[config.mk]
export PLATFORM = sky130hd
export DESIGN_NAME = inactivity_power_state_manager
export DESIGN_NICKNAME = d
export VERILOG_FILES = /design/src/hdl/pwr_mgr_pkg.sv /design/src/hdl/inactivity_power_state_manager.sv /design/src/hdl/inact_timer.sv /design/src/hdl/tick_divider.sv
export SDC_FILE = /design/constraint.sdc
export NUM_CORES = 1
export LEC_CHECK = 0
export ABC_AREA = 1
export BUFFER_PORTS_ARGS = -buffer_cell sky130_fd_sc_hd__buf_2
export CAP_MARGIN = 20
export CORE_MARGIN = 2
export CORE_UTILIZATION = 60
export CTS_BUF_LIST = sky130_fd_sc_hd__clkbuf_8
export CTS_CLUSTER_DIAMETER = 60
export DETAILED_ROUTE_END_ITERATION = 16
export PLACE_DENSITY = 0.81
export SLEW_MARGIN = 20
export SYNTH_ARGS = -nofsm -noshare
export SYNTH_HDL_FRONTEND = slang
export SYNTH_SLANG_ARGS = --single-unit
[constraint.sdc]
create_clock -name aclk -period 16.8 [get_ports aclk]
set_clock_uncertainty 0.1 [all_clocks]
set_input_delay 3.36 -clock aclk [delete_from_list [all_inputs] [get_ports aclk]]
set_output_delay 3.36 -clock aclk [all_outputs]
set_load 0.02 [all_outputs]
[src/hdl/pwr_mgr_pkg.sv]
// Purpose: Shared constants and types for the inactivity power state manager
// Assumes: 50 MHz clock, AXI4-Lite register access with 32-bit data
// Notes:   Offsets are byte addresses of aligned words
package pwr_mgr_pkg;

  // ****************************************
  // Timing
  // ****************************************
  localparam int unsigned CLK_HZ          = 50_000_000;
  localparam int unsigned TICK_MS         = 4;
  localparam int unsigned TICK_CYC        = CLK_HZ / 1000 * TICK_MS;
  localparam int unsigned UNIT_4MS_TICKS  = 1;
  localparam int unsigned UNIT_4S_TICKS   = 1000;
  localparam int unsigned UNIT_32S_TICKS  = 8000;
  localparam int unsigned UNIT_4MIN_TICKS = 60000;
  localparam int unsigned MIN_TICKS       = 15000;
  localparam int unsigned THR_PERIOD      = 8;

  // ****************************************
  // Register map
  // ****************************************
  localparam logic [7:0] CTRL_OFS    = 8'h00;
  localparam logic [7:0] TIMER_OFS   = 8'h04;
  localparam logic [7:0] MONITOR_OFS = 8'h08;
  localparam logic [7:0] CMD_OFS     = 8'h0C;
  localparam logic [7:0] STATUS_OFS  = 8'h10;

  // Timer register fields
  localparam int unsigned STBY_LSB  = 0;
  localparam int unsigned SUSP_LSB  = 8;
  localparam int unsigned UNIT_LSB  = 16;
  localparam int unsigned DISK_LSB  = 20;

  // Monitor register bits: 0..3 disk positions, 5 floppy, 6/7 serial, 8 parallel
  localparam logic [8:0] MON_RESET    = 9'h041;
  localparam logic [8:0] MON_FAILSAFE = 9'h1ef;
  localparam logic [8:0] MON_VALID    = 9'h1ef;

  // Ctrl register reset: ratio 5, on/off button, display monitored, standby disk and video, monitor suspend
  localparam logic [31:0] CTRL_RESET  = 32'h0000_0a55;
  localparam logic [31:0] TIMER_RESET = 32'h0000_0000;

  typedef enum logic [1:0] { UNIT_32S = 2'd0, UNIT_4MS = 2'd1, UNIT_4MIN = 2'd2, UNIT_4S = 2'd3 }
    unit_e;
  typedef enum logic [1:0] { PD_OFF = 2'd0, PD_STANDBY = 2'd1, PD_SUSPEND = 2'd2 } pd_mode_e;
  typedef enum logic [1:0] { MON_STANDBY = 2'd0, MON_SUSPEND = 2'd1, MON_OFF = 2'd2 } mon_state_e;
  typedef enum logic [3:0]
  {
    ST_FULL_ON = 4'b0001,
    ST_STANDBY = 4'b0010,
    ST_SUSPEND = 4'b0100,
    ST_OFF     = 4'b1000
  } pstate_e;

  typedef struct packed {
    logic [2:0] slow_ratio;
    logic       gate_en;
    logic       button_suspend;
    logic       display_monitor;
    logic [1:0] monitor_state;
    logic [1:0] video_pd;
    logic [1:0] disk_pd;
  } ctrl_s;

endpackage : pwr_mgr_pkg

[src/hdl/inactivity_power_state_manager.sv]
// Purpose: Inactivity timers, power state machine, throttle and gating control
// Assumes: Activity inputs synchronous to aclk; AXI4-Lite register slave
// Notes:   Times counted in 4 ms ticks
// Notes on behaviour
// RL1: Full-on inactivity timeout enters standby
// RL2: Standby inactivity timeout enters suspend
// RL3: Timer unit 32s, 4ms, 4min, 4s
// RL4: Per-line monitor or ignore selection
// RL5: Monitored activity returns to full-on
// RL6: Monitored activity reloads standby and suspend timers
// RL7: Default monitor lines 0 and 6 only
// RL8: Throttle stop-clock duty in eighths
// RL9: Display monitoring counts display activity
// RL10: Disk timeout 1-15 minutes or disabled
// RL11: Disk power-down state selectable
// RL12: Video power-down state selectable
// RL13: Monitor power state selectable
// RL14: Power button toggles by mode
// RL15: Gate clocks when all buses idle
// RL16: Power states advance only in order; a button press takes full-on straight to suspend or off
// RL17: Disabled timeout stops its timer
//
// The AXI4-Lite slave port and the placing of the registers were left to the implementer.
`timescale 1ns/100ps
module inactivity_power_state_manager
#(
  // Cycles per 4 ms tick; a bench may shorten it to keep runs brief
  parameter int unsigned TICK_LEN = pwr_mgr_pkg::TICK_CYC
)
(
  input  wire logic        aclk,
  input  wire logic        aresetn,
  input  wire logic [31:0] s_axi_awaddr,
  input  wire logic        s_axi_awvalid,
  output logic             s_axi_awready,
  input  wire logic [31:0] s_axi_wdata,
  input  wire logic [3:0]  s_axi_wstrb,
  input  wire logic        s_axi_wvalid,
  output logic             s_axi_wready,
  output logic [1:0]       s_axi_bresp,
  output logic             s_axi_bvalid,
  input  wire logic        s_axi_bready,
  input  wire logic [31:0] s_axi_araddr,
  input  wire logic        s_axi_arvalid,
  output logic             s_axi_arready,
  output logic [31:0]      s_axi_rdata,
  output logic [1:0]       s_axi_rresp,
  output logic             s_axi_rvalid,
  input  wire logic        s_axi_rready,
  input  wire logic [8:0]  irq_activity,
  input  wire logic        display_activity,
  input  wire logic        disk_activity,
  input  wire logic        power_button,
  input  wire logic        thermal_throttle,
  input  wire logic        buses_idle,
  output logic [3:0]       power_state,
  output logic             processor_stop_clock_request,
  output logic             internal_clock_gate_enable,
  output logic [1:0]       disk_power_state,
  output logic [1:0]       video_power_state,
  output logic [1:0]       monitor_power_state
);
  import pwr_mgr_pkg::*;

  // ****************************************
  // Registers and bus slave
  // ****************************************
  logic [31:0] ctrl_reg;
  logic [31:0] timer_reg;
  logic [8:0]  monitor_reg;
  logic        aw_held_reg;
  logic        w_held_reg;
  logic [7:0]  awaddr_reg;
  logic [31:0] wdata_reg;
  logic [3:0]  wstrb_reg;
  logic        do_write;
  ctrl_s       ctrl;
  pstate_e     state_reg;
  logic        disk_down_reg;
  logic        video_down_reg;

  assign ctrl          = ctrl_s'(ctrl_reg[11:0]);
  assign s_axi_awready = !aw_held_reg && !s_axi_bvalid;
  assign s_axi_wready  = !w_held_reg && !s_axi_bvalid;
  assign do_write      = aw_held_reg && w_held_reg && !s_axi_bvalid;

  function automatic logic [31:0] merge(input logic [31:0] old, input logic [31:0] d,
                                        input logic [3:0] be);
    logic [31:0] r;
    r = old;
    for (int i = 0; i < 4; i++)
      if (be[i])
        r[8*i +: 8] = d[8*i +: 8];
    return r;
  endfunction : merge

  always_ff @(posedge aclk)
  begin
    if (!aresetn)
    begin
      aw_held_reg  <= 1'b0;
      w_held_reg   <= 1'b0;
      awaddr_reg   <= 8'h00;
      wdata_reg    <= 32'h0000_0000;
      wstrb_reg    <= 4'h0;
      s_axi_bvalid <= 1'b0;
      s_axi_bresp  <= 2'b00;
    end
    else
    begin
      if (s_axi_awvalid && s_axi_awready)
      begin
        aw_held_reg <= 1'b1;
        awaddr_reg  <= s_axi_awaddr[7:0];
      end
      if (s_axi_wvalid && s_axi_wready)
      begin
        w_held_reg <= 1'b1;
        wdata_reg  <= s_axi_wdata;
        wstrb_reg  <= s_axi_wstrb;
      end
      if (do_write)
      begin
        aw_held_reg  <= 1'b0;
        w_held_reg   <= 1'b0;
        s_axi_bvalid <= 1'b1;
        s_axi_bresp  <= (awaddr_reg == CTRL_OFS || awaddr_reg == TIMER_OFS ||
                         awaddr_reg == MONITOR_OFS || awaddr_reg == CMD_OFS) ? 2'b00 : 2'b10;
      end
      else if (s_axi_bvalid && s_axi_bready)
        s_axi_bvalid <= 1'b0;
    end
  end

  always_ff @(posedge aclk)
  begin
    if (!aresetn)
    begin
      ctrl_reg    <= CTRL_RESET;
      timer_reg   <= TIMER_RESET;
      monitor_reg <= MON_RESET; // RL7
    end
    else if (do_write)
    begin
      unique case (awaddr_reg)
        CTRL_OFS:    ctrl_reg  <= merge(ctrl_reg, wdata_reg, wstrb_reg) & 32'h0000_0fff;
        TIMER_OFS:   timer_reg <= merge(timer_reg, wdata_reg, wstrb_reg) & 32'h00f3_ffff;
        MONITOR_OFS: monitor_reg <= 9'(merge({23'h00_0000, monitor_reg}, wdata_reg, wstrb_reg))
                                    & MON_VALID; // RL4
        CMD_OFS:     if (wstrb_reg[0] && wdata_reg[0]) monitor_reg <= MON_FAILSAFE; // RL7
        default:     ;
      endcase
    end
  end

  assign s_axi_arready = !s_axi_rvalid;

  always_ff @(posedge aclk)
  begin
    if (!aresetn)
    begin
      s_axi_rvalid <= 1'b0;
      s_axi_rdata  <= 32'h0000_0000;
      s_axi_rresp  <= 2'b00;
    end
    else if (s_axi_arvalid && s_axi_arready)
    begin
      s_axi_rvalid <= 1'b1;
      s_axi_rresp  <= 2'b00;
      unique case (s_axi_araddr[7:0])
        CTRL_OFS:    s_axi_rdata <= ctrl_reg;
        TIMER_OFS:   s_axi_rdata <= timer_reg;
        MONITOR_OFS: s_axi_rdata <= {23'h00_0000, monitor_reg};
        CMD_OFS:     s_axi_rdata <= 32'h0000_0000;
        STATUS_OFS:  s_axi_rdata <= {26'h000_0000, video_down_reg, disk_down_reg, state_reg};
        default:
        begin
          s_axi_rdata <= 32'h0000_0000;
          s_axi_rresp <= 2'b10;
        end
      endcase
    end
    else if (s_axi_rvalid && s_axi_rready)
      s_axi_rvalid <= 1'b0;
  end

  // ****************************************
  // Activity and timers
  // ****************************************
  logic        tick;
  logic        activity;
  logic [23:0] unit_ticks;
  logic [23:0] stby_period;
  logic [23:0] susp_period;
  logic [23:0] disk_period;
  logic        stby_exp;
  logic        susp_exp;
  logic        disk_exp;
  logic        button_d_reg;
  logic        press;

  // Only monitored lines count; display joins when selected
  assign activity = (|(irq_activity & monitor_reg)) // RL4
                    || (ctrl.display_monitor && display_activity); // RL9

  always_comb
  begin
    unique case (unit_e'(timer_reg[UNIT_LSB +: 2])) // RL3
      UNIT_32S:  unit_ticks = 24'(UNIT_32S_TICKS);
      UNIT_4MS:  unit_ticks = 24'(UNIT_4MS_TICKS);
      UNIT_4MIN: unit_ticks = 24'(UNIT_4MIN_TICKS);
      UNIT_4S:   unit_ticks = 24'(UNIT_4S_TICKS);
    endcase
  end

  // Field steps are units, so 127 x 4 min = 508 min at the 4 min unit
  assign stby_period = 24'(timer_reg[STBY_LSB +: 7] * unit_ticks); // RL1
  assign susp_period = 24'(timer_reg[SUSP_LSB +: 7] * unit_ticks); // RL2
  assign disk_period = 24'(timer_reg[DISK_LSB +: 4] * 24'(MIN_TICKS)); // RL10

  tick_divider #(.CYCLES(TICK_LEN)) u_div
  (
    .aclk    (aclk),
    .aresetn (aresetn),
    .tick    (tick)
  );

  // Reload on activity or on entering a new state so each period starts fresh
  inact_timer u_stby
  (
    .aclk    (aclk),
    .aresetn (aresetn),
    .tick    (tick && state_reg == ST_FULL_ON),
    .reload  (activity || state_reg != ST_FULL_ON), // RL6
    .period  (stby_period),
    .expired (stby_exp)
  );

  inact_timer u_susp
  (
    .aclk    (aclk),
    .aresetn (aresetn),
    .tick    (tick && state_reg == ST_STANDBY),
    .reload  (activity || state_reg != ST_STANDBY), // RL6
    .period  (susp_period),
    .expired (susp_exp)
  );

  inact_timer u_disk
  (
    .aclk    (aclk),
    .aresetn (aresetn),
    .tick    (tick),
    .reload  (disk_activity),
    .period  (disk_period),
    .expired (disk_exp)
  );

  assign press = power_button && !button_d_reg;

  // ****************************************
  // Power state machine
  // ****************************************
  always_ff @(posedge aclk)
  begin
    if (!aresetn)
    begin
      state_reg    <= ST_FULL_ON;
      button_d_reg <= 1'b0;
    end
    else
    begin
      button_d_reg <= power_button;
      unique case (state_reg)
        ST_FULL_ON:
          if (press)
            state_reg <= ctrl.button_suspend ? ST_SUSPEND : ST_OFF; // RL14
          else if (stby_exp && !activity && stby_period != 24'h00_0000)
            state_reg <= ST_STANDBY; // RL1
        ST_STANDBY:
          if (activity || press)
            state_reg <= ST_FULL_ON; // RL5
          else if (susp_exp)
            state_reg <= ST_SUSPEND; // RL2
        ST_SUSPEND:
          if (activity || press)
            state_reg <= ST_FULL_ON; // RL5
        ST_OFF:
          if (press)
            state_reg <= ST_FULL_ON; // RL14
        default:
          state_reg <= ST_FULL_ON;
      endcase
    end
  end

  assign power_state = state_reg; // RL16

  // ****************************************
  // Device power-down outputs
  // ****************************************
  always_ff @(posedge aclk)
  begin
    if (!aresetn)
    begin
      disk_down_reg       <= 1'b0;
      video_down_reg      <= 1'b0;
      disk_power_state    <= PD_OFF;
      video_power_state   <= PD_OFF;
      monitor_power_state <= MON_STANDBY;
    end
    else
    begin
      disk_down_reg  <= disk_exp && ctrl.disk_pd != PD_OFF; // RL10
      disk_power_state <= disk_exp ? ctrl.disk_pd : PD_OFF; // RL11
      video_down_reg <= ctrl.display_monitor && state_reg != ST_FULL_ON
                        && ctrl.video_pd != PD_OFF;
      video_power_state <= (ctrl.display_monitor && state_reg != ST_FULL_ON)
                           ? ctrl.video_pd : PD_OFF; // RL12
      monitor_power_state <= ctrl.monitor_state; // RL13
    end
  end

  // ****************************************
  // Throttle and clock gating
  // ****************************************
  logic [2:0] phase_reg;

  always_ff @(posedge aclk)
  begin
    if (!aresetn)
    begin
      phase_reg                    <= 3'd0;
      processor_stop_clock_request <= 1'b0;
      internal_clock_gate_enable   <= 1'b0;
    end
    else
    begin
      phase_reg <= phase_reg + 3'd1;
      // Ratio n of 1..7 asserts n-1 of each 8 slots, the first n-1 slots of each period
      processor_stop_clock_request <= thermal_throttle && ctrl.slow_ratio != 3'd0
                                      && (phase_reg < ctrl.slow_ratio - 3'd1); // RL8
      internal_clock_gate_enable   <= ctrl.gate_en && buses_idle; // RL15
    end
  end
endmodule : inactivity_power_state_manager

[src/hdl/inact_timer.sv]
// Purpose: Reloadable down-counter of tick pulses with expiry flag
// Assumes: Period zero means disabled
// Notes:   Expired stays high until reload or a zero period
`timescale 1ns/100ps
module inact_timer
(
  input  wire logic        aclk,
  input  wire logic        aresetn,
  input  wire logic        tick,
  input  wire logic        reload,
  input  wire logic [23:0] period,
  output logic             expired
);
  import pwr_mgr_pkg::*;

  logic [23:0] count_reg;

  always_ff @(posedge aclk)
  begin
    if (!aresetn || reload)
    begin
      count_reg <= period;
      expired   <= 1'b0;
    end
    else if (period == 24'h00_0000)
    begin
      expired   <= 1'b0; // RL17
    end
    else if (tick)
    begin
      if (count_reg <= 24'h00_0001)
        expired <= 1'b1;
      else
        count_reg <= count_reg - 24'h00_0001;
    end
  end
endmodule : inact_timer

[src/hdl/tick_divider.sv]
// Purpose: Divide the clock to a 4 ms one-cycle enable pulse
// Assumes: Single clock
// Notes:   Count length set in the package
`timescale 1ns/100ps
module tick_divider
#(
  parameter int unsigned CYCLES = pwr_mgr_pkg::TICK_CYC
)
(
  input  wire logic aclk,
  input  wire logic aresetn,
  output logic      tick
);
  import pwr_mgr_pkg::*;

  localparam logic [17:0] LAST = 18'(CYCLES - 1);
  logic [17:0] cnt_reg;

  always_ff @(posedge aclk)
  begin
    if (!aresetn)
    begin
      cnt_reg <= 18'h0_0000;
      tick    <= 1'b0;
    end
    else
    begin
      tick    <= (cnt_reg == LAST);
      cnt_reg <= (cnt_reg == LAST) ? 18'h0_0000 : cnt_reg + 18'h0_0001;
    end
  end
endmodule : tick_divider

; ---- Yosys cells after proc, flatten, opt, wreduce, memory -nomap -nowiden
; Index checks and enable logic that the tools add are counted.
[classes]
bitwise_logic = 4
magnitude_cmp = 4
multipliers = 3
muxes = 32
n_reduce_logical = 80
eq_ne = 30
add_sub_neg = 6
[ops]
columns = op, n
row1 = $mux 24, 8
row2 = $pmux 24 s4, 2
row3 = $le 24x1->1 const B, 3
row4 = $logic_not 24->1, 3
row5 = $mux 18, 4
row6 = $sub 24x1->24 const B, 3
row7 = $mul 7x24->24, 2
row8 = $eq 8x4->1 const B, 4
row9 = $reduce_and 3->1, 10
row10 = $mux 4, 7
row11 = $reduce_bool 24->1, 1
row12 = $logic_and 1x1->1, 22
row13 = $add 18x1->18 const B, 1
row14 = $eq 18x18->1 const B, 1
row15 = $pmux 9 s2, 1
row16 = $eq 8x3->1 const B, 2
row17 = $logic_not 8->1, 2
row18 = $pmux 4 s4, 1
row19 = $reduce_bool 2->1, 8
row20 = $mul 4x11->15 const B, 1
row21 = $ne 2x1->1 const B, 7
row22 = $reduce_and 4->1, 3
row23 = $logic_or 1x1->1, 10
row24 = $reduce_and 2->1, 5
row25 = 27 further kinds, 48
[word_totals]
word_cells = 196
out_inout_bits = 53
inputBits = 121
ff_bits = 230

; ---- Longest topological paths before layout
; Gate-level depths: netlist of run 1.
[depth]
word_depth = 9
mapped_depth = 32
mapped_depth_nobuf = 30

; ---- Cells and area by module
; Synthesis of run 1 repeated with hierarchy kept, for this count alone.
[hier_totals]
hier_cells = 2549
area_unflattened_um2 = 18327.6
[modules_own_cells]
columns = module, cells_per_inst, n_inst, area_each_um2
row1 = inactivity_power_state_manager, 1634, 1, 11743.8
row2 = inact_timer (u_stby ...), 263, 2, 1888.1
row3 = inact_timer (u_disk), 261, 1, 1881.8
row4 = tick_divider, 128, 1, 925.9

; ---- Least setup slack after synthesis of run 1
; No wires, ideal clock.
[synth_timing]
kind = register to register
startpoint = register timer_reg[17]
endpoint = register u_stby.count_reg[0], enable pin
required_time_ps = 16287
n_path_buf = 1
arrival_time_ps = 5777
setup_time_ps = 413
synth_period_minus_slack_ps = 6290
stages_incl_launch_ff = 27
setup_slack_ps = 10510
cell_sequence = dfxtp_1 inv_1 ha_1 clkbuf_1 inv_1 nand2_1 inv_1 fa_1 fa_1 fa_1 inv_1 fa_1 inv_1 ha_1 nand2_1 inv_1 a21oi_1 nand3_1 nand2_1 nand2_1 nand2_1 nor2_1 nand2_1 nor2_1 nand2_1 a21oi_1 a21oi_1
[synth_via]
elab_chain_len = 6
elab_cells_between_ends = 9
classes_between = 1 x mul / 4 x eq/ne / 1 x mux / 3 x reduce/logical
[synth_rtl]
columns = element, line_no
row1 = from (decl), inactivity_power_state_manager.sv:69  ; logic [31:0] timer_reg;
row2 = from (signal assigned), inactivity_power_state_manager.sv:147  ; TIMER_OFS: timer_reg <= merge(timer_reg, wdata_reg, wstrb_reg) & 32'h00f3_ffff;
row3 = $eq 2x2->1 (tied with other cells), inactivity_power_state_manager.sv:208  ; unique case (unit_e'(timer_reg[UNIT_LSB +: 2]))
row4 = $pmux 24 s4 (*), inactivity_power_state_manager.sv:208
row5 = $mul 7x24->24 (*), inactivity_power_state_manager.sv:217  ; assign stby_period = 24'(timer_reg[STBY_LSB +: 7] * unit_ticks);
row6 = $logic_not 24->1 (*), inact_timer.sv:25  ; else if (period == 24'h00_0000)
row7 = $ne 2x1->1 (no line) (*), n/a
row8 = $reduce_and 3->1 (no line) (*), n/a
row9 = to (signal assigned), inact_timer.sv:22  ; count_reg <= period;
row10 = to (signal assigned), inact_timer.sv:34  ; count_reg <= count_reg - 24'h00_0001;
row11 = to (decl), inact_timer.sv:16  ; logic [23:0] count_reg;
; Every way passes the cells marked *; elsewhere a longest branch is shown, timed or not. The select of a mux whose other input is x is not followed.
; A chain may end at the register's enable or synchronous reset.

; ---- Final worst setup path of run 1
[layout_timing]
startpoint = register timer_reg[16]
endpoint = register u_susp.count_reg[20], enable pin
[layout_via]
elab_chain_len = 6
elab_cells_between_ends = 9
classes_between = 1 x mul / 4 x eq/ne / 1 x mux / 3 x reduce/logical
[layout_rtl]
columns = element, line_no
row1 = $eq 2x2->1 (tied with other cells), inactivity_power_state_manager.sv:208
row2 = $pmux 24 s4 (*), inactivity_power_state_manager.sv:208
row3 = $mul 7x24->24 (*), inactivity_power_state_manager.sv:218  ; assign susp_period = 24'(timer_reg[SUSP_LSB +: 7] * unit_ticks);
row4 = $logic_not 24->1 (*), inact_timer.sv:25
row5 = $ne 2x1->1 (no line) (*), n/a
row6 = $reduce_and 3->1 (no line) (*), n/a
row7 = to (signal assigned), inact_timer.sv:22
row8 = to (signal assigned), inact_timer.sv:34
row9 = to (decl), inact_timer.sv:16
; Marked as above.

==> impl_metrics.tcl, run 1 <==
set metrics [dict create \
    ys.warnings.count 0 \
    wl_um 45600 \
    dr_wl_met3_um 2850 \
    synth_top_family_by_area "simple AND/OR/NAND/NOR gates" \
    clk_pin_slew_ps 60 \
    startpoint_type "flop" \
    cts_root_buf "clkbuf_8" \
    drive_gt1_share_pct 8.41 \
    critical_path_class "flop to flop" \
    synth_area_um2 17800 \
    rows 63 \
    initial_utilization_pct 60.6 \
    synth_top_area_share_pct 17.1 \
    timing.final.crit_share_pct 41.1 \
    end_kind "flop" \
    synth_ff_type "dfxtp_1" \
    crit_slowest_cell "ha_1" \
    finalCriticalPeriod_ps 6910 \
    cts_resized 0 \
    finalSetupTns_ps 0 \
    cpPeakStageDelay_ps 640 \
    clock_latency_ps 570 \
    die_area_um2 31100 \
    critPathMaxFanout 24 \
    synth_fa_ha_area_share_pct 21.2 \
    antenna_found_initial 0 \
    highest_layer "met4" \
    cp-endpoint "u_susp.count_reg[20]$_DFFE_PP_" \
    finalSetupViolations 0 \
    switching_share_pct 28.4 \
    boundaryPins 174 \
    cts-htree-levels 2 \
    final_net_count 2899 \
    max-vdd-ir-drop_mv 0.0593 \
    synth_seq_cells 215 \
    run_status "finished, final reports clean" \
    synth_top_cell_by_area "dfxtp_1" \
    path_common_cell "nand2_1" \
    r2r_cells 29 \
    routedWlPerCell_um 15.4 \
    synth_xor_area_share_pct 3.83 \
    dr_wl_met2_um 21200 \
    hold_path_depth 2 \
    drcViolationCount 0 \
    powerDensity_nw_per_um2 66.9 \
    grt_max_degree 78 \
    synth_edf_count 63 \
    arrival_ps 6860 \
    area_growth_pct 9.28 \
    fin_area_um2 19500 \
    drt_pass1_iterations 5 \
    port_buffers 101 \
    synthSimpleGateAreaFrac_pct 25.3 \
    ctsHoldBuffers 0 \
    post-cts-setup-buffer-count 0 \
    gp_congestion 0.947 \
    crit_family "adder cells" \
    yosys-top-cells-area "dfxtp_1 (17%), fa_1 (12%), nand2_1 (12%)" \
    cts.sinks 215 \
    avgSynthCellArea_um2 7.27 \
    cts_buffer_depth 3 \
    share_comb_of_total_power_pct 13.1 \
    dpl_cell_area_um2 18600 \
    cts_tree "built" \
    drt_iter0_drc 1329 \
    hp-class "flop to flop" \
    maxSlewViolCount 0 \
    vias 16200 \
    p_int_mw 0.931 \
    grt_pass1_vias 15900 \
    final_antenna_net_count 0 \
    max_slew_margin_pct 31.6 \
    worst-path-buf-inv 8 \
    r2r_start "timer_reg[16]$_SDFFE_PN0P_" \
    crit_required_ps 16750 \
    switchingPower_mw 0.370 \
    ys_seq_area_share_pct 27.7 \
    seqPwrFrac_pct 44.2 \
    grt_overflow 0 \
    clock.fmax_mhz 145 \
    path_depth 29 \
    synthArstFlopShare_pct 0 \
    core-area_um2 29400 \
    rrSetupSlack_ps 9890 \
    final_hold_viol_count 0 \
    synth.mux.area_fraction_pct 0.112 \
    synth-compound-area-share_pct 10.6 \
    diodes 0 \
    cts-buffers-inserted 40 \
    r2r-end "u_susp.count_reg[20]$_DFFE_PP_" \
    yosysUniqueCellTypes 56 \
    rsz0062_at_grt "no" \
    power_leakage_nw 10.3 \
    grt_pass1_wl_um 75500 \
    die_x_um 176 \
    die_h_um 176 \
    crit_start "timer_reg[16]$_SDFFE_PN0P_" \
    viasPerCell 5.49 \
    maxCapViolations 0 \
    hpwl_um 35200 \
    grt_use_total_pct 29.7 \
    synthCells 2448 \
    wl_met1_um 19500 \
    tightest_slew_ps 1020 \
    power.share.clock_pct 42.7 \
]
## layer usage
layer	vias to the layer above	track usage, %
met1	7591	38.8
met4	0	12.9
li1	7947	-
met3	133	4.16
met2	574	49.4
met5	-	0
## power groups by stage
stage | Sequential, mW | Combinational [mW] | Clock (mW)
floorplan | 0.585 | 0.118 | 0
global route | 0.578 | 0.190 | 0.587
global placement | 0.585 | 0.161 | 0
CTS | 0.575 | 0.167 | 0.565
detailed placement | 0.586 | 0.165 | 0
finish | 0.576 | 0.171 | 0.555
## cells by family (layout without fill, tap and decap cells)
group / after synthesis / after routing
buf+inv: 512 / 621
fa+ha+maj: 240 / 240
simple gates: 1062 / 1062
compound gates: 339 / 339
xor+xnor: 77 / 77
other cells: 1 / 12
mux: 2 / 2
flops: 215 / 215
## worst min-delay path by stage
stage                                from                                     to  slack, ps
2_1_floorplan    ctrl_reg[8]$_SDFFE_PN0P_  internal_clock_gate_enable$_SDFF_PN0_        310
3_3_place_gp      phase_reg[0]$_SDFF_PN0_                phase_reg[0]$_SDFF_PN0_        330
3_5_place_dp      phase_reg[0]$_SDFF_PN0_                phase_reg[0]$_SDFF_PN0_        340
4_1_cts           phase_reg[0]$_SDFF_PN0_                phase_reg[0]$_SDFF_PN0_        350
5_1_grt        wdata_reg[14]$_SDFFE_PN0P_             wdata_reg[14]$_SDFFE_PN0P_        380
6_report       wdata_reg[12]$_SDFFE_PN0P_             timer_reg[12]$_SDFFE_PN0P_        350
## tightest hold or removal path, stage by stage, from the launching register on
cell and delay, ps:
dfxtp_1 290, inv_1 60, a21oi_1 50
## cell usage in the layout (no fill, tap or decap), drive strengths merged, types with 2 or more instances in the layout
cell type	netlist	final
fa	104	104
a211oi	14	14
buf	20	110
o22ai	8	8
dfxtp	152	152
conb	1	12
bufinv	0	3
nand2	554	554
clkbuf	53	50
inv	436	452
a21oi	129	129
a31oi	10	10
nor3b	5	5
a22oi	2	2
o31ai	4	4
mux2i	2	2
edfxtp	63	63
xor2	43	43
o21ai	138	138
clkinv	3	6
a22o	2	2
o21bai	3	3
xnor2	34	34
nor4	10	10
nor3	43	43
or2	13	13
nand3	116	116
o2111ai	5	5
nand4	33	33
o21a	7	7
nand3b	10	10
ha	136	136
nor2	275	275
o211ai	13	13
## cell usage after synthesis, types with 3 or more instances
| cell type | number |
|---|---|
| nand3b_1 | 10 |
| o2111ai_1 | 5 |
| or2_2 | 10 |
| inv_1 | 433 |
| buf_2 | 5 |
| nand3_1 | 112 |
| edfxtp_1 | 63 |
| o21ai_0 | 126 |
| a211oi_1 | 13 |
| o21ai_1 | 12 |
| xor2_1 | 42 |
| inv_2 | 3 |
| a31oi_1 | 10 |
| nor4_1 | 10 |
| dfxtp_1 | 152 |
| nor3b_1 | 5 |
| buf_4 | 12 |
| nand2_1 | 548 |
| a21oi_2 | 4 |
| xnor2_1 | 34 |
| nor3_1 | 36 |
| o21a_1 | 7 |
| clkbuf_1 | 53 |
| nor3_2 | 7 |
| o31ai_1 | 4 |
| o211ai_1 | 13 |
| o21bai_1 | 3 |
| nor2_2 | 6 |
| nand4_1 | 33 |
| nor2_1 | 267 |
| ha_1 | 136 |
| clkinv_1 | 3 |
| fa_1 | 104 |
| o22ai_1 | 8 |
| nand2_2 | 6 |
| a21oi_1 | 125 |
## stage by stage
| step | hold WS, ps | util, % | cells | power [mW] | setup WS, ps |
|---|---|---|---|---|---|
| final | 350 | 66.2 | 2958 | 1.30 | 9890 |
| after global routing | 381 | 66.2 | 2958 | 1.36 | 9400 |
| after floorplan | 310 | - | 2459 | 0.703 | 10510 |
| after global placement | 330 | 63.2 | 2885 | 0.746 | 9810 |
| after detailed placement | 338 | 63.2 | 2886 | 0.751 | 9780 |
| after CTS | 354 | 66.2 | 2958 | 1.31 | 9940 |
## area by class of cell
class | instances | area (um2)
fill | 2499 | 9940
inverter | 439 | 1650
tap | 390 | 488
multi-input combinational | 1732 | 10900
clock inverter | 22 | 194
sequential | 215 | 4930
timing repair buffer | 110 | 573
clock buffer | 50 | 688
Power figures use the tool's default switching activity.
==> run 2, diff against run 1 <==
- CORE_UTILIZATION: 60 -> 56
- PLACE_DENSITY: 0.81 -> 0.79
- clock period: 16.8 -> 6.08 ns (I/O delays scaled with it)
==> impl_metrics.tcl, run 2 (synthesized netlist as in run 1, its figures left out) <==
set metrics [dict create \
    antenna_found_initial 1 \
    rrSetupSlack_ps 330 \
    maxCapViolations 0 \
    power_mw 3.45 \
    dpl_cell_area_um2 18700 \
    die_h_um 182 \
    critical_path_class "flop to flop" \
    path_common_cell "nand2_1" \
    cts-buffers-inserted 39 \
    cts-htree-levels 2 \
    core-area_um2 31500 \
    tightest_slew_ps 1040 \
    grt_use_total_pct 27.8 \
    viasPerCell 5.47 \
    finalSetupViolations 0 \
    cp-endpoint "u_susp.count_reg[4]$_DFFE_PP_" \
    hold_start "phase_reg[0]$_SDFF_PN0_" \
    clk_pin_slew_ps 60 \
    grtUsageMet2_pct 46.2 \
    finalCriticalPeriod_ps 5750 \
    grtUsageMet1_pct 36.7 \
    routedWlPerCell_um 15.5 \
    cts_tree "built" \
    die_x_um 182 \
    fill_cells 2771 \
    place_ws_ps 49.8 \
    r2r-end "u_susp.count_reg[4]$_DFFE_PP_" \
    busiest_layer "met2" \
    cts_root_buf "clkbuf_8" \
    final_antenna_net_count 0 \
    vias 16300 \
    cpPeakStageDelay_ps 560 \
    ctsHoldBuffers 0 \
    maxSlewViolCount 0 \
    hp-class "flop to flop" \
    max_slew_margin_pct 30.5 \
    startpoint_type "flop" \
    run_status "finished, final reports clean" \
    drt_pass1_iterations 7 \
    cts.sinks 215 \
    end_kind "flop" \
    port_buffers 101 \
    grt_overflow 0 \
    crit_required_ps 6310 \
    final_hold_viol_count 0 \
    drive_gt1_share_pct 9.26 \
    grt_pass1_vias 15400 \
    crit_slowest_cell "fa_1" \
    fin_area_um2 19600 \
    initial_utilization_pct 56.6 \
    r2r_start "timer_reg[16]$_SDFFE_PN0P_" \
    cts_buffer_depth 3 \
    wl_um 46200 \
    critPathMaxFanout 16 \
    finalSetupTns_ps 0 \
    arrival_ps 5990 \
    final_cell_mix "nand2_1 (547), inv_1 (445), nor2_1 (264)" \
    r2r_cells 30 \
    hpwl_um 36000 \
    gp_congestion 0.928 \
    boundaryPins 174 \
    grt.met3_usage_pct 4.49 \
    powerDensity_nw_per_um2 176 \
    crit_start "timer_reg[16]$_SDFFE_PN0P_" \
    max-vdd-ir-drop_mv 0.120 \
    die_area_um2 33200 \
    layout_commonest_cell "nand2_1" \
    area_growth_pct 10.1 \
    clock.fmax_mhz 174 \
    rsz0062_at_grt "no" \
    rows 65 \
    final_net_count 2913 \
    drcViolationCount 0 \
    grt_pass1_wl_um 75200 \
    power_leakage_nw 10.4 \
    timing.final.crit_share_pct 94.6 \
    clock_latency_ps 580 \
    setup_slack_ps 328 \
    drt_iter0_drc 1305 \
    grt_max_degree 90 \
]
-- run 2: cell types whose count changed in the layout (fill, tap and decap cells not counted), sizes merged --
cell and change:
bufinv -2, clkbuf -3, inv +1, diode +1, clkinvlp +1, buf +13
clkinv +3
-- run 2: critical path: cells and delay by family (launching register included) --
kind | cells | cell delay (ps)
fa+ha+maj | 6 | 2650
flops | 1 | 310
simple gates | 14 | 1340
compound gates | 1 | 180
buf+inv | 9 | 900
-- run 2: cell type report --
type | count | area [um2] | area share (%)
diodes | 1 | 2.50 | 0.0128
clock buffers | 45 | 619 | 3.16
clock inverters | 25 | 154 | 0.785
inverters | 439 | 1650 | 8.42
multi-input cells | 1732 | 11000 | 56.0
flip-flops and latches | 215 | 4940 | 25.2
well taps | 402 | 503 | 2.56
repair buffers | 125 | 757 | 3.86
-- run 2: routing by layer --
layer | share of wire [%] | vias to the layer above | wire [um]
met2 | 46 | 623 | 21400
met5 | 0 | - | 0
li1 | - | 7960 | -
met3 | 7.2 | 102 | 3310
met1 | 43 | 7647 | 19900
met4 | 3.5 | 0 | 1620
-- run 2: report_power, final --
| group | total, mW | switching [mW] | internal [mW] | leakage, nW |
|---|---|---|---|---|
| Sequential | 1.59 | 0.0532 | 1.54 | 1.99 |
| Clock | 1.39 | 0.658 | 0.729 | 0.462 |
| Combinational | 0.469 | 0.311 | 0.158 | 7.91 |
| Total | 3.45 | 1.02 | 2.42 | 10.4 |
-- run 2: what timing repair did --
item                       in CTS  in global routing
setup endpoints to repair       0                 52
setup buffers                   0                  0
gates resized for setup         0                 19
-- run 2: per-stage QoR --
stage	utilization [%]	hold WS [ps]	cells
3_3_place_gp	59.4	331	2910
5_1_grt	62.3	363	2984
6_report	62.3	352	2984
4_1_cts	61.9	347	2980
2_1_floorplan	-	310	2459
3_5_place_dp	59.4	341	2910
-- run 2: worst min-delay path by stage --
stage	to	slack, ps	cells after the start
global placement	phase_reg[0]$_SDFF_PN0_	330	1
detailed placement	phase_reg[0]$_SDFF_PN0_	340	1
CTS	internal_clock_gate_enable$_SDFF_PN0_	350	2
floorplan	internal_clock_gate_enable$_SDFF_PN0_	310	2
global route	internal_clock_gate_enable$_SDFF_PN0_	360	2
finish	phase_reg[0]$_SDFF_PN0_	350	1
==> run 3, diff against run 2 <==
- ABC_AREA: 1 -> not set
- CORE_ASPECT_RATIO: not set -> 0.7
==> impl_metrics.tcl, run 3 <==
set metrics [dict create \
    die_area_um2 32000 \
    hp-class "flop to flop" \
    cts-htree-levels 2 \
    ctsHoldBuffers 0 \
    synth_fa_ha_area_share_pct 22.2 \
    tightest_slew_ps 1050 \
    startpoint_type "flop" \
    initial_utilization_pct 56.9 \
    synthSimpleGateAreaFrac_pct 20.6 \
    synth_ff_type "dfxtp_1" \
    final_cell_mix "nand2_1 (214), inv_1 (207), dfxtp_1 (149)" \
    yosysUniqueCellTypes 93 \
    run_status "finished with violations" \
    gp_congestion 0.900 \
    rows 53 \
    final_net_count 2516 \
    synth_top_family_by_area "adder cells" \
    core-area_um2 30000 \
    synthCells 1975 \
    hold_path_depth 1 \
    hold_ws_ps 350 \
    maxSlewViolCount 0 \
    cts_buffer_depth 3 \
    clock.fmax_mhz 162 \
    synth.most_common_cell "nand2_1" \
    power_leakage_nw 9.43 \
    antenna_found_initial 2 \
    final_antenna_net_count 0 \
    routedWlPerCell_um 17.2 \
    synth_edf_count 63 \
    fin_area_um2 19900 \
    setup_slack_ps -78.7 \
    cts.sinks 215 \
    max_slew_margin_pct 29.6 \
    powerDensity_nw_per_um2 161 \
    drive_gt1_share_pct 18.2 \
    place_ws_ps -154 \
    violations "negative setup slack" \
    clk_pin_slew_ps 60 \
    area_growth_pct 16.6 \
    synth_top_area_share_pct 17.8 \
    grt_max_degree 74 \
    clock_latency_ps 580 \
    maxCapViolations 0 \
    yosys-top-cells-area "dfxtp_1 (18%), fa_1 (12%), edfxtp_1 (11%)" \
    drcViolationCount 0 \
    synthTopCellsByCount "nand2_1 (224), inv_1 (214), dfxtp_1 (152)" \
    synth_xor_area_share_pct 5.23 \
    r2r_cells 23 \
    die_h_um 150 \
    hpwl_um 32700 \
    timing.final.crit_share_pct 101 \
    crit_required_ps 6310 \
    cts_root_buf "clkbuf_8" \
    final_core_util_pct 66.4 \
    synth_seq_cells 215 \
    synth_top_cell_by_area "dfxtp_1" \
    drt_iter0_drc 1389 \
    synthArstFlopShare_pct 0 \
    wl_um 44600 \
    grt_pass1_wl_um 70800 \
    synth_area_um2 17100 \
    avgSynthCellArea_um2 8.66 \
    ys.warnings.count 0 \
    grt_pass1_vias 14400 \
    cts_tree "built" \
    critical_path_class "flop to flop" \
    synth-compound-area-share_pct 14.9 \
    viasPerCell 5.78 \
    end_kind "flop" \
    drt_pass1_iterations 5 \
    cts-buffers-inserted 37 \
    rsz0062_at_grt "yes" \
    final_hold_viol_count 0 \
    finalCriticalPeriod_ps 6160 \
    grt_use_total_pct 27.4 \
    synth.mux.area_fraction_pct 1.23 \
    finalSetupTns_ps -1540 \
    ys_seq_area_share_pct 28.9 \
    layout_commonest_cell "nand2_1" \
    critPathMaxFanout 8 \
    vias 15000 \
    dpl_cell_area_um2 18600 \
    finalSetupViolations 24 \
    die_x_um 213 \
    arrival_ps 6390 \
    boundaryPins 174 \
    grt_overflow 0 \
    max-vdd-ir-drop_mv 0.179 \
    port_buffers 101 \
]
[run 3: path summary, 6_finish.rpt]
| path | from | end | slack (ps) |
|---|---|---|---|
| worst min register to register | phase_reg[0]$_SDFF_PN0_ | phase_reg[0]$_SDFF_PN0_ | 350 |
| worst max-delay path | timer_reg[17]$_SDFFE_PN0P_ | u_susp.count_reg[17]$_DFFE_PP_ | -80 |
| worst max register to register | timer_reg[17]$_SDFFE_PN0P_ | u_susp.count_reg[17]$_DFFE_PP_ | -80 |
| worst min-delay path | phase_reg[0]$_SDFF_PN0_ | phase_reg[0]$_SDFF_PN0_ | 350 |
[run 3: what timing repair did]
action / in CTS / in global routing
pin swaps: 5 / 59
gates cloned: 0 / 5
endpoints found under the setup margin: 48 / 53
buffers inserted: 2 / 21
resized for setup: 8 / 85
[run 3: cell type report]
class	instances	area, um2
antenna	1	2.50
clock buffer	40	551
clock inverter	20	151
fill	2315	10100
inverter	214	810
multi-input combinational	1469	11500
sequential	215	4940
tap	412	515
timing repair buffer	218	1500
[run 3: logic make-up after synthesis]
kind of cell,Yosys count
AOI/OAI and AO/OA,380
xor gates and xnor gates,102
adders and majority gates,241
buffers and inverters,302
DFF,215
muxes,21
other,1
and+or+nand+nor,713
[run 3: where the power goes]
part	internal [mW]	total (mW)	leakage [nW]	switching, mW
sequential	1.52	1.57	1.98	0.0510
clock	0.659	1.29	0.388	0.635
combinational	0.134	0.346	7.05	0.212
[run 3: metal layers]
metal | global-route usage [%] | share of wire [%] | vias up
met2 | 41.3 | 43 | 594
met1 | 40.1 | 46 | 7144
met4 | 7.45 | 2.3 | 4
li1 | - | - | 7136
met3 | 5.19 | 8.2 | 74
met5 | 0 | 0.063 | -
[run 3: metrics by stage]
step / power, mW / std cells
global placement: 1.92 / 2500
detailed placement: 1.93 / 2500
global route: 3.34 / 2588
finish: 3.21 / 2589
floorplan: 1.84 / 1986
CTS: 3.22 / 2562
[run 3: critical path, cell delays in order, from the launching register on]
cell	delay (ps)
dfxtp_4	390
buf_6	130
ha_4	220
buf_4	180
nand2_1	100
inv_2	110
nor2_1	60
fa_1	520
inv_1	60
fa_1	500
fa_1	570
inv_1	60
fa_1	500
inv_1	50
ha_1	230
a21oi_2	160
o21a_1	210
o31ai_4	120
or4_4	450
a221oi_2	260
nand4b_1	210
nor4b_4	370
o21ai_4	150
clkbuf_16	180
